<file path="src/design/cic_pkg.sv">
// shared constants of the cpu interrupt controller
package cic_pkg;

   // register bus geometry
   localparam int ADDR_W = 12;
   localparam int DATA_W = 8;

   // register offsets, bank 0 block
   localparam logic [11:0] OFS_CTL = 12'h0010;
   localparam logic [11:0] OFS_FLG1 = 12'h0011;
   localparam logic [11:0] OFS_FLG2 = 12'h0012;
   localparam logic [11:0] OFS_EN1 = 12'h0013;
   localparam logic [11:0] OFS_EN2 = 12'h0014;
   localparam logic [11:0] OFS_OPT = 12'h0015;

   // shadow registers, bank 31
   localparam logic [11:0] OFS_SH_W = 12'h0F84;
   localparam logic [11:0] OFS_SH_STATUS = 12'h0F85;
   localparam logic [11:0] OFS_SH_BSR = 12'h0F86;
   localparam logic [11:0] OFS_SH_FSR0L = 12'h0F87;
   localparam logic [11:0] OFS_SH_FSR0H = 12'h0F88;
   localparam logic [11:0] OFS_SH_FSR1L = 12'h0F89;
   localparam logic [11:0] OFS_SH_FSR1H = 12'h0F8A;
   localparam logic [11:0] OFS_SH_PCH = 12'h0F8B;

   // control register bit positions
   localparam int CTL_GIE = 7;
   localparam int CTL_PERIPHERAL_GROUP_ENABLE = 6;
   localparam int CTL_T0E = 5;
   localparam int CTL_EXE = 4;
   localparam int CTL_IOCE = 3;
   localparam int CTL_T0F = 2;
   localparam int CTL_EXF = 1;
   localparam int CTL_IOCF = 0;

   // option register: edge select bit
   localparam int OPT_EDGE = 6;

   // implemented bits of flag/enable register 2
   localparam logic [7:0] FLG2_MASK = 8'h00EF;
   // status bits saved; timeout and powerdown excluded
   localparam logic [7:0] STATUS_SAVE_MASK = 8'h00E7;

   // reset values
   localparam logic [7:0] RST_BYTE = 8'h0000;
   localparam logic [6:0] RST_PCH = 7'h00;

   // widths and the entry vector
   localparam int PCH_W = 7;
   localparam int PC_W = 15;
   localparam logic [14:0] IRQ_VECTOR = 15'h0004;

   // q phase sequencing, four phases per instruction cycle
   localparam logic [1:0] Q_FIRST = 2'h0;
   localparam logic [1:0] Q_LAST = 2'h3;

endpackage

</file>
<file path="src/design/cic_irq_ctrl.sv">
// cpu interrupt controller: flags, enables, entry, return, context
//
// Implementation choices: the placing of the registers and the address-and-strobe port.
`timescale 1ns/1ns
module cic_irq_ctrl (
   // clock and reset
   input wire logic clk,
   input wire logic reset,
   // register port
   input wire logic [11:0] reg_addr,
   input wire logic [7:0] reg_wdata,
   input wire logic reg_we,
   input wire logic reg_re,
   output logic [7:0] reg_rdata,
   // event sources
   input wire logic tmr0_evt,
   input wire logic [7:0] periph_evt_1,
   input wire logic [7:0] periph_evt_2,
   input wire logic pin_change_any,
   input wire logic ext_pin,
   // processor core status and live context
   input wire logic return_from_isr_instr,
   input wire logic core_sleeping,
   input wire logic [7:0] ctx_w,
   input wire logic [7:0] ctx_status,
   input wire logic [7:0] ctx_bsr,
   input wire logic [15:0] ctx_fsr0,
   input wire logic [15:0] ctx_fsr1,
   input wire logic [6:0] ctx_pch,
   // redirection and restore to the core
   output logic irq_entry,
   output logic [14:0] irq_vector,
   output logic ctx_restore,
   output logic wake_req,
   output logic global_irq_enable,
   // shadow copies, restored on return
   output logic [7:0] shadow_w,
   output logic [7:0] shadow_status,
   output logic [7:0] shadow_bsr,
   output logic [15:0] shadow_fsr0,
   output logic [15:0] shadow_fsr1,
   output logic [6:0] shadow_pch
);

   logic q1, global_irq_enable_q, peripheral_group_enable_q;
   logic tmr0_enable_q, ext_pin_irq_enable_q, pin_change_enable_q;
   logic tmr0_flag_q, ext_pin_irq_flag_q, pin_change_summary_flag_q;
   logic ext_pin_edge_select_q, ext_pin_prev_q;
   logic [7:0] peripheral_irq_flags_1_q, peripheral_irq_flags_2_q;
   logic [7:0] peripheral_irq_enables_1_q, peripheral_irq_enables_2_q;
   logic [7:0] sh_w_q, sh_status_q, sh_bsr_q;
   logic [15:0] sh_fsr0_q, sh_fsr1_q;
   logic [6:0] sh_pch_q;
   logic irq_entry_q, ctx_restore_q, wake_req_q, wake_defer_q;
   logic [7:0] reg_rdata_q, rd_mux;
   logic ext_edge, core_req, periph_req, any_req, take, wr_ctl, wr_opt;

   // q1 enable from the phase sequencer
   cic_qphase cic_qphase_i (
      .clk(clk),
      .reset(reset),
      .q_phase_q(),
      .q1_q(q1)
   );

   assign wr_ctl = reg_we && (reg_addr == cic_pkg::OFS_CTL);
   assign wr_opt = reg_we && (reg_addr == cic_pkg::OFS_OPT);

   // selected edge on the pin; pin is clock synchronous
   assign ext_edge = ext_pin_edge_select_q ?
      (ext_pin && !ext_pin_prev_q) :
      (!ext_pin && ext_pin_prev_q);

   // request: flag and enable terms, group gate on peripheral terms
   assign core_req = (tmr0_flag_q && tmr0_enable_q) ||
      (ext_pin_irq_flag_q && ext_pin_irq_enable_q) ||
      (pin_change_summary_flag_q && pin_change_enable_q);
   assign periph_req = peripheral_group_enable_q &&
      (|(peripheral_irq_flags_1_q & peripheral_irq_enables_1_q) ||
      |(peripheral_irq_flags_2_q & peripheral_irq_enables_2_q));
   assign any_req = core_req || periph_req;

   // sampled once per instruction cycle at q1, whatever the
   // length of the running instruction, so latency is fixed
   assign take = q1 && global_irq_enable_q && any_req &&
      !core_sleeping && !wake_defer_q;

   // previous pin level for edge detection
   always_ff @(posedge clk) begin
      if (reset) begin
         ext_pin_prev_q <= 1'b0;
      end else begin
         ext_pin_prev_q <= ext_pin;
      end
   end

   // edge select lives in the option register
   always_ff @(posedge clk) begin
      if (reset) begin
         ext_pin_edge_select_q <= 1'b0;
      end else if (wr_opt) begin
         ext_pin_edge_select_q <= reg_wdata[cic_pkg::OPT_EDGE];
      end
   end

   // global enable: reset clears, entry clears, return sets
   always_ff @(posedge clk) begin
      if (reset) begin
         global_irq_enable_q <= 1'b0;
      end else if (take) begin
         global_irq_enable_q <= 1'b0;
      end else if (return_from_isr_instr) begin
         global_irq_enable_q <= 1'b1;
      end else if (wr_ctl) begin
         global_irq_enable_q <= reg_wdata[cic_pkg::CTL_GIE];
      end
   end

   // individual and group enables in the control register
   always_ff @(posedge clk) begin
      if (reset) begin
         peripheral_group_enable_q <= 1'b0;
         tmr0_enable_q <= 1'b0;
         ext_pin_irq_enable_q <= 1'b0;
         pin_change_enable_q <= 1'b0;
      end else if (wr_ctl) begin
         peripheral_group_enable_q <= reg_wdata[cic_pkg::CTL_PERIPHERAL_GROUP_ENABLE];
         tmr0_enable_q <= reg_wdata[cic_pkg::CTL_T0E];
         ext_pin_irq_enable_q <= reg_wdata[cic_pkg::CTL_EXE];
         pin_change_enable_q <= reg_wdata[cic_pkg::CTL_IOCE];
      end
   end

   // control flags: an event in the clearing cycle still sets
   always_ff @(posedge clk) begin
      if (reset) begin
         tmr0_flag_q <= 1'b0;
         ext_pin_irq_flag_q <= 1'b0;
      end else begin
         tmr0_flag_q <= (wr_ctl ? reg_wdata[cic_pkg::CTL_T0F] :
            tmr0_flag_q) || tmr0_evt;
         ext_pin_irq_flag_q <= (wr_ctl ? reg_wdata[cic_pkg::CTL_EXF] :
            ext_pin_irq_flag_q) || ext_edge;
      end
   end

   // summary flag follows the pin flags, not writable
   always_ff @(posedge clk) begin
      if (reset) begin
         pin_change_summary_flag_q <= 1'b0;
      end else begin
         pin_change_summary_flag_q <= pin_change_any;
      end
   end

   // peripheral flags, set wins over a software clear
   always_ff @(posedge clk) begin
      if (reset) begin
         peripheral_irq_flags_1_q <= cic_pkg::RST_BYTE;
         peripheral_irq_flags_2_q <= cic_pkg::RST_BYTE;
      end else begin
         peripheral_irq_flags_1_q <=
            ((reg_we && (reg_addr == cic_pkg::OFS_FLG1)) ?
            reg_wdata : peripheral_irq_flags_1_q) | periph_evt_1;
         peripheral_irq_flags_2_q <= cic_pkg::FLG2_MASK &
            (((reg_we && (reg_addr == cic_pkg::OFS_FLG2)) ?
            reg_wdata : peripheral_irq_flags_2_q) | periph_evt_2);
      end
   end

   // peripheral enables, cleared by reset
   always_ff @(posedge clk) begin
      if (reset) begin
         peripheral_irq_enables_1_q <= cic_pkg::RST_BYTE;
         peripheral_irq_enables_2_q <= cic_pkg::RST_BYTE;
      end else begin
         if (reg_we && (reg_addr == cic_pkg::OFS_EN1)) begin
            peripheral_irq_enables_1_q <= reg_wdata;
         end
         if (reg_we && (reg_addr == cic_pkg::OFS_EN2)) begin
            peripheral_irq_enables_2_q <= reg_wdata & cic_pkg::FLG2_MASK;
         end
      end
   end

   // entry pulse: core flushes the prefetch, pushes pc, loads vector
   always_ff @(posedge clk) begin
      if (reset) begin
         irq_entry_q <= 1'b0;
      end else begin
         irq_entry_q <= take;
      end
   end

   // restore pulse one cycle after the return instruction
   always_ff @(posedge clk) begin
      if (reset) begin
         ctx_restore_q <= 1'b0;
      end else begin
         ctx_restore_q <= return_from_isr_instr;
      end
   end

   // wake: any enabled pending flag, global enable not needed;
   // the global enable decides at q1 whether to branch once awake
   always_ff @(posedge clk) begin
      if (reset) begin
         wake_req_q <= 1'b0;
      end else begin
         wake_req_q <= core_sleeping && any_req;
      end
   end

   // skip the first q1 after waking so the instruction that
   // follows sleep runs before the branch
   always_ff @(posedge clk) begin
      if (reset) begin
         wake_defer_q <= 1'b0;
      end else if (wake_req_q) begin
         wake_defer_q <= 1'b1;
      end else if (q1 && !core_sleeping) begin
         wake_defer_q <= 1'b0;
      end
   end

   // shadow working and status; entry wins over a software write.
   // timeout and powerdown are not saved, the core keeps its own
   always_ff @(posedge clk) begin
      if (reset) begin
         sh_w_q <= cic_pkg::RST_BYTE;
         sh_status_q <= cic_pkg::RST_BYTE;
      end else if (take) begin
         sh_w_q <= ctx_w;
         sh_status_q <= ctx_status & cic_pkg::STATUS_SAVE_MASK;
      end else begin
         if (reg_we && (reg_addr == cic_pkg::OFS_SH_W)) begin
            sh_w_q <= reg_wdata;
         end
         if (reg_we && (reg_addr == cic_pkg::OFS_SH_STATUS)) begin
            sh_status_q <= reg_wdata & cic_pkg::STATUS_SAVE_MASK;
         end
      end
   end

   // shadow bank select and pc high latch, otherwise written by software or held
   always_ff @(posedge clk) begin
      if (reset) begin
         sh_bsr_q <= cic_pkg::RST_BYTE;
         sh_pch_q <= cic_pkg::RST_PCH;
      end else if (take) begin
         sh_bsr_q <= ctx_bsr;
         sh_pch_q <= ctx_pch;
      end else begin
         if (reg_we && (reg_addr == cic_pkg::OFS_SH_BSR)) begin
            sh_bsr_q <= reg_wdata;
         end
         if (reg_we && (reg_addr == cic_pkg::OFS_SH_PCH)) begin
            sh_pch_q <= reg_wdata[cic_pkg::PCH_W-1:0];
         end
      end
   end

   // shadow file select pair, byte wide writes
   always_ff @(posedge clk) begin
      if (reset) begin
         sh_fsr0_q <= {cic_pkg::RST_BYTE, cic_pkg::RST_BYTE};
         sh_fsr1_q <= {cic_pkg::RST_BYTE, cic_pkg::RST_BYTE};
      end else if (take) begin
         sh_fsr0_q <= ctx_fsr0;
         sh_fsr1_q <= ctx_fsr1;
      end else if (reg_we) begin
         if (reg_addr == cic_pkg::OFS_SH_FSR0L) begin
            sh_fsr0_q[7:0] <= reg_wdata;
         end
         if (reg_addr == cic_pkg::OFS_SH_FSR0H) begin
            sh_fsr0_q[15:8] <= reg_wdata;
         end
         if (reg_addr == cic_pkg::OFS_SH_FSR1L) begin
            sh_fsr1_q[7:0] <= reg_wdata;
         end
         if (reg_addr == cic_pkg::OFS_SH_FSR1H) begin
            sh_fsr1_q[15:8] <= reg_wdata;
         end
      end
   end

   // read mux; unmapped addresses read as zero
   always_comb begin
      rd_mux = cic_pkg::RST_BYTE;
      unique case (reg_addr)
         cic_pkg::OFS_CTL: begin
            rd_mux = {global_irq_enable_q, peripheral_group_enable_q,
               tmr0_enable_q, ext_pin_irq_enable_q, pin_change_enable_q,
               tmr0_flag_q, ext_pin_irq_flag_q,
               pin_change_summary_flag_q};
         end
         cic_pkg::OFS_FLG1: rd_mux = peripheral_irq_flags_1_q;
         cic_pkg::OFS_FLG2: rd_mux = peripheral_irq_flags_2_q;
         cic_pkg::OFS_EN1: rd_mux = peripheral_irq_enables_1_q;
         cic_pkg::OFS_EN2: rd_mux = peripheral_irq_enables_2_q;
         cic_pkg::OFS_OPT: rd_mux[cic_pkg::OPT_EDGE] = ext_pin_edge_select_q;
         cic_pkg::OFS_SH_W: rd_mux = sh_w_q;
         cic_pkg::OFS_SH_STATUS: rd_mux = sh_status_q;
         cic_pkg::OFS_SH_BSR: rd_mux = sh_bsr_q;
         cic_pkg::OFS_SH_FSR0L: rd_mux = sh_fsr0_q[7:0];
         cic_pkg::OFS_SH_FSR0H: rd_mux = sh_fsr0_q[15:8];
         cic_pkg::OFS_SH_FSR1L: rd_mux = sh_fsr1_q[7:0];
         cic_pkg::OFS_SH_FSR1H: rd_mux = sh_fsr1_q[15:8];
         cic_pkg::OFS_SH_PCH: rd_mux = {1'b0, sh_pch_q};
         default: rd_mux = cic_pkg::RST_BYTE;
      endcase
   end

   // read data stand only in the cycle after the strobe
   always_ff @(posedge clk) begin
      if (reset) begin
         reg_rdata_q <= cic_pkg::RST_BYTE;
      end else if (reg_re) begin
         reg_rdata_q <= rd_mux;
      end else begin
         reg_rdata_q <= cic_pkg::RST_BYTE;
      end
   end

   // outputs, straight from flip-flops except the constant vector
   assign reg_rdata = reg_rdata_q;
   assign irq_entry = irq_entry_q;
   assign irq_vector = cic_pkg::IRQ_VECTOR;
   assign ctx_restore = ctx_restore_q;
   assign wake_req = wake_req_q;
   assign global_irq_enable = global_irq_enable_q;
   assign shadow_w = sh_w_q;
   assign shadow_status = sh_status_q;
   assign shadow_bsr = sh_bsr_q;
   assign shadow_fsr0 = sh_fsr0_q;
   assign shadow_fsr1 = sh_fsr1_q;
   assign shadow_pch = sh_pch_q;

endmodule

</file>
<file path="src/design/cic_qphase.sv">
// q phase sequencer: four clocks per instruction cycle
`timescale 1ns/1ns
module cic_qphase (
   // clock and reset
   input wire logic clk,
   input wire logic reset,
   // phase outputs
   output logic [1:0] q_phase_q,
   output logic q1_q
);

   // phase counter wraps after q4
   always_ff @(posedge clk) begin
      if (reset) begin
         q_phase_q <= cic_pkg::Q_FIRST;
      end else if (q_phase_q == cic_pkg::Q_LAST) begin
         q_phase_q <= cic_pkg::Q_FIRST;
      end else begin
         q_phase_q <= q_phase_q + 2'h1;
      end
   end

   // q1 enable: high exactly while the phase is q1
   always_ff @(posedge clk) begin
      if (reset) begin
         q1_q <= 1'b0;
      end else begin
         q1_q <= (q_phase_q == cic_pkg::Q_LAST);
      end
   end

endmodule

</file>
<file path="config.mk">
export PLATFORM = sky130hd
export DESIGN_NAME = cic_irq_ctrl
export DESIGN_NICKNAME = d
export VERILOG_FILES = /design/src/design/cic_pkg.sv /design/src/design/cic_irq_ctrl.sv /design/src/design/cic_qphase.sv
export SDC_FILE = /design/constraint.sdc
export NUM_CORES = 1
export LEC_CHECK = 0
export BUFFER_PORTS_ARGS = -buffer_cell sky130_fd_sc_hd__buf_4
export CAP_MARGIN = 25
export CORE_ASPECT_RATIO = 1.1
export CORE_MARGIN = 2
export CORE_UTILIZATION = 40
export CTS_BUF_LIST = sky130_fd_sc_hd__clkbuf_4
export DETAILED_ROUTE_END_ITERATION = 10
export PLACE_DENSITY = 0.67
export SYNTH_ARGS = -nofsm -noshare
export SYNTH_HDL_FRONTEND = slang
export SYNTH_HIERARCHICAL = 1
export SYNTH_SLANG_ARGS = --single-unit
</file>
<file path="constraint.sdc">
create_clock -name clk -period 1.8 [get_ports clk]
set_input_delay 0.18 -clock clk [delete_from_list [all_inputs] [get_ports clk]]
set_output_delay 0.18 -clock clk [all_outputs]
set_load 0.1 [all_outputs]
</file>
Word-level counts from Yosys, hierarchy flattened:

Index checks and enable logic that the tools add are counted.

* bits in registers: 117
* latch bits: 0
* RAM bits: 0
* memory bits (read-only): 0
* bits of input ports: 108
* output and inout port bits: 90
* word-level logic and storage cells: 131
* memories kept: 0

* add/subtract/negate cells: 1
* $mul: 0
* divide/modulo/power cells: 0
* order comparisons: 0
* eq/ne operators: 15
* shift-type cells: 0
* mux-type cells: 28
* bitwise logic cells: 5
* reduce and logical (&&, ||, !) cells: 52

Operators with widths (number)
* equality test 12 bit, second input constant: 8
* two-way mux 8 bit: 12
* case mux 6 bit (13 select lines): 1
* equality test 12 x 5 -> 1 bit, second input constant: 6
* two-way mux 16 bit: 4
* logical AND 1 bit: 22
* nonzero test 2 bit: 11
* AND 8 bit: 2
* bitwise OR 8 bit: 2
* OR reduction 8 bit: 2
* two-way mux 7 bit: 2
* case mux 1 bit (14 select lines): 1
* case mux 1 bit (12 select lines): 1
* AND reduction 2 bit: 4
* two-way mux 1 bit: 7
* logical OR 1 bit: 6
* OR reduction 2 bit: 3
* zero test 1 bit: 4
* adder 2 x 1 -> 2 bit, second input constant: 1
* equality test 2 bit, second input constant: 1
* inverter 1 bit: 1

Depth between registers and ports, before layout:

* depth in word-level cells: 10
* depth in mapped cells: 8
* depth with buffers taken out: 5

Hierarchy:

Netlist, hierarchy kept.

Modules (own cells, without submodules)
* cic_irq_ctrl: times used 1, cells an instance 690, area each 6581.3 µm², sequential area each 2262.2 µm²
* cic_qphase: times used 1, cells an instance 7, area each 103.8 µm², sequential area each 60.1 µm²

Worst setup path before layout:

No wires, ideal clock.

* path type: register to register
* start: reg global_irq_enable_q (netlist: global_irq_enable)
* end: reg sh_bsr_q[0] (netlist: shadow_bsr[0])
* setup time: 0.141 ns
* arrival: 2.099 ns
* required time: 1.659 ns
* slack: -0.439 ns
* stages on the path, launching flop included: 6
* path buffers: 2
* period minus slack after synthesis: 2.239 ns
* cell sequence: dfxtp_1 > nor3b_1 > o21a_1 > buf_6 > buf_6 > o31ai_2

* cells in the longest elaborated chain, start to end: 5
* elaborated cells on any way between the ends: 6
* those cells by class: mux (1); reduce/logical (5)

Ends and longest elaborated chain
* start, declared: line cic_irq_ctrl.sv:45 `logic q1, global_irq_enable_q, peripheral_group_enable_q;`
* start signal, assigned: line cic_irq_ctrl.sv:115 `global_irq_enable_q <= reg_wdata[cic_pkg::CTL_GIE];`
* logical AND 1 bit (*) (3 in series): line cic_irq_ctrl.sv:85 `assign take = q1 && global_irq_enable_q && any_req &&`
* logical AND 1 bit (*): line cic_irq_ctrl.sv:86 `!core_sleeping && !wake_defer_q;`
* two-way mux 8 bit / nonzero test 2 bit (equally long branches)
* end signal, assigned: line cic_irq_ctrl.sv:248 `sh_bsr_q <= cic_pkg::RST_BYTE;`
* end signal, assigned: line cic_irq_ctrl.sv:251 `sh_bsr_q <= ctx_bsr;`
* end signal, assigned: line cic_irq_ctrl.sv:255 `sh_bsr_q <= reg_wdata;`
* end, declared: line cic_irq_ctrl.sv:51 `logic [7:0] sh_w_q, sh_status_q, sh_bsr_q;`

Mark *: on every way between the ends. The rest lies on a longest branch, timed or not.
A chain may end at the register's enable or synchronous reset.

Worst setup path after layout:

* start: reg peripheral_irq_enables_2_q[0]
* end: reg sh_bsr_q[7] (netlist: shadow_bsr[7])

* cells in the longest elaborated chain, start to end: 9
* elaborated cells on any way between the ends: 10
* those cells by class: mux (1); bitwise (1); reduce/logical (8)

Ends and longest elaborated chain
* start, declared: line cic_irq_ctrl.sv:50 `logic [7:0] peripheral_irq_enables_1_q, peripheral_irq_enables_2_q;`
* start signal, assigned: line cic_irq_ctrl.sv:175 `peripheral_irq_enables_2_q <= cic_pkg::RST_BYTE;`
* start signal, assigned: line cic_irq_ctrl.sv:181 `peripheral_irq_enables_2_q <= reg_wdata & cic_pkg::FLG2_MASK;`
* AND 8 bit (*): line cic_irq_ctrl.sv:80 `|(peripheral_irq_flags_2_q & peripheral_irq_enables_2_q));`
* OR reduction 8 bit (*): line cic_irq_ctrl.sv:80
* logical OR 1 bit (*): line cic_irq_ctrl.sv:79 `(|(peripheral_irq_flags_1_q & peripheral_irq_enables_1_q) ||`
* logical AND 1 bit (*): line cic_irq_ctrl.sv:78 `assign periph_req = peripheral_group_enable_q &&`
* logical OR 1 bit (*): line cic_irq_ctrl.sv:81 `assign any_req = core_req || periph_req;`
* logical AND 1 bit (*) (2 in series): line cic_irq_ctrl.sv:85
* logical AND 1 bit (*): line cic_irq_ctrl.sv:86
* two-way mux 8 bit / nonzero test 2 bit (equally long branches)

Marked as above.

==> out/metrics.csv <==
metric;value;unit
p_sw_share;29.1;%
layout-drive-gt1-share;42.8;%
drc_errors;0;
gr-total-overflow;0;
power;5.63;mW
antenna_found_initial;1;
worstPathMaxFanout;7;
die_w;127;um
ys_warn_count;6;
critPathArrivalTime;2.44;ns
power_density;537;mW/mm2
die_y;140;um
p_int;3.99;mW
yosys_register_bits;116;
status;finished with violations;
detail_route.first_pass.iterations;6;
violations;negative setup slack;
grt_pass1_wl;40400;um
dpl_cell_area;0.00863;mm2
fmax;0.508;GHz
grt_use_total;29.3;%
rsz0062_at_grt;true;
synth_flop_cell;dfxtp_1;
cts_sinks;116;
finalInstanceArea;0.0105;mm2
critPathCaptureType;flop;
finClkSkew;0.0148;ns
leakage;4.34;nW
num_rows;49;
clockPowerShare;35.5;%
clockBufferDepth;2;
syn_inst;697;
die-area;0.0178;mm2
crit_required;2.27;ns
peakVddDrop;0.000295;V
synth_cell_types;64;
utilization;64.0;%
p_sw;1.64;mW
synth_edf_count;0;
cts_made_buffers;17;
grt_pass1_vias;7105;
slew_headroom;54.8;%
p_comb_share;17.7;%
ant_nets;0;
via_per_inst;6.00;
clk_latency;0.56;ns
area_delta_synth_final;56.7;%
gp_congestion;0.942;
nets;1110;
coreArea;0.0164;mm2
fin_hold_ws;0.0925;ns
dp_hpwl;17700;um
cap_violations;0;
setup_viol_count_final;62;
cts_max_level;4;
grt_max_degree;106;
io_buffers;177;
finalSetupTns;-5.86;ns
cts.reportedPaths.clkPinSlew;0.11;ns
fin_crit_sh;109;%
initial_core_util;40.8;%
cts_tree;done;
vias;7313;
p_seq_share;46.8;%
setup_slack;-0.167;ns
worst_slew_pin_slew;0.678;ns
drv_slew;0;
synthArstFlopShare;0;%
startpoint_type;flop;
routed_wl;27300;um
min_period;1.97;ns
critPathKind;flop to flop;
hold_path.class;input pin to flop;
postSynthAreaPerCell;9.59;um2
ys_seq_area_share;34.7;%
drt_iter0_drc;706;
ios;198;
cts-root-buf;clkbuf_4;
hold_viol_final;0;
wl_per_cell;22.4;um
netlist_area;0.00669;mm2
==> Yosys cell counts, types with 9 or more instances <==
cell type	n	area (um2)
a31oi_1	16	100
o31ai_2	58	726
o2111ai_1	61	534
mux2i_1	89	891
nand2_1	45	169
nand3_1	18	90.1
nor2_1	26	97.6
a21oi_1	25	125
inv_1	19	71.3
dfxtp_1	116	2320
o21ai_0	9	45.0
buf_4	18	135
buf_2	9	45.0
a22oi_1	18	135
clkbuf_1	52	195
==> placed cells by master, fill, tap and decap left out, types with 7 or more instances in the layout <==
master and instances:
conb_1 17, o2111ai_2 41, o2111ai_1 13, inv_1 18
a22oi_1 18, o2111ai_4 7, a21oi_1 25, a22o_1 7
o31ai_2 57, a31oi_1 16, dlygate4sd3_1 99, buf_4 244
dfxtp_1 114, nor2_1 26, nand3_1 18, nor2b_1 8
buf_12 14, mux2_2 8, o21ai_0 9, nand2_1 45
mux2i_1 89, clkbuf_4 19
==> cell families after synthesis <==
| logic type | after synthesis | synth area share (%) |
|---|---|---|
| AOI/OAI and AO/OA | 223 | 29.6 |
| adders and majority gates | 1 | 0.187 |
| buffers and inverters | 114 | 8.40 |
| DFF | 116 | 34.7 |
| muxes | 99 | 15.3 |
| other | 2 | 0.112 |
| and+or+nand+nor | 142 | 11.6 |
==> cell type report <==
class / count / area, um2
Antenna cell: 1 / 2.50
Clock buffer: 19 / 143
Clock inverter: 13 / 140
Fill cell: 1337 / 5900
Inverter: 20 / 75.1
Multi-Input combinational cell: 483 / 4320
Sequential cell: 116 / 2320
Tap cell: 204 / 255
Timing Repair Buffer: 363 / 3210
==> flip-flops by register name (all words and copies together), names as in the netlist, 2 cells and up <==
name and flops:
shadow_status 6, peripheral_irq_enables_2_q 7, peripheral_irq_flags_1_q 8, shadow_pch 7, cic_qphase_i/q_phase_q 2, shadow_bsr 8
shadow_w 8, reg_rdata 8, peripheral_irq_enables_1_q 8, shadow_fsr1 16, peripheral_irq_flags_2_q 7, shadow_fsr0 16
==> path summary, 6_finish.rpt <==
kind	startpoint	endpoint	slack, ns	cells after the start
worst min-delay path	reg_we	ext_pin_edge_select_q	0.09	4
worst max-delay path	peripheral_irq_enables_2_q[0]	shadow_bsr[7]	-0.17	6
worst min register to register	cic_qphase_i/q_phase_q[0]	cic_qphase_i/q_phase_q[0]	0.45	1
worst max register to register	peripheral_irq_enables_2_q[0]	shadow_bsr[7]	-0.17	6
==> metal layers <==
metal / wire [um] / vias to the layer above / global-route usage (%)
li1: - / 3280 / -
met1: 11100 / 3511 / 39.3
met2: 13000 / 453 / 47.0
met3: 2240 / 69 / 5.69
met4: 860 / 0 / 10.0
met5: 0 / - / 0
==> power groups by stage <==
stage	clock, mW	sequential, mW	combinational (mW)
after CTS	2.02	2.63	0.951
after detailed placement	0	2.69	0.765
after floorplan	0	2.70	0.421
final	2.00	2.63	0.997
after global placement	0	2.69	0.760
after global routing	2.14	2.64	1.04
==> worst max-delay path: stages, from the launching register on <==
cell and delay (ns):
dfxtp_2 0.33, a222oi_1 0.32, nand3_1 0.15, o31a_4 0.34
o21a_4 0.29, buf_12 0.16, o31ai_2 0.27
==> stage by stage <==
stage	std cells	setup slack, ns
2_1_floorplan	712	0.00452
3_3_place_gp	1081	-0.129
3_5_place_dp	1081	-0.221
4_1_cts	1216	-0.122
5_1_grt	1219	-0.219
6_report	1219	-0.167
==> timing repair <==
item | in CTS | in global routing
buffers inserted | 3 | 0
gates resized for setup | 32 | 41
hold buffers | 99 | 0
gates cloned | 1 | 3
endpoints found under the setup margin | 61 | 70
pin swaps | 12 | 6
hold endpoints to repair | 95 | 0
Note: power is estimated with default switching activity, not from simulation.
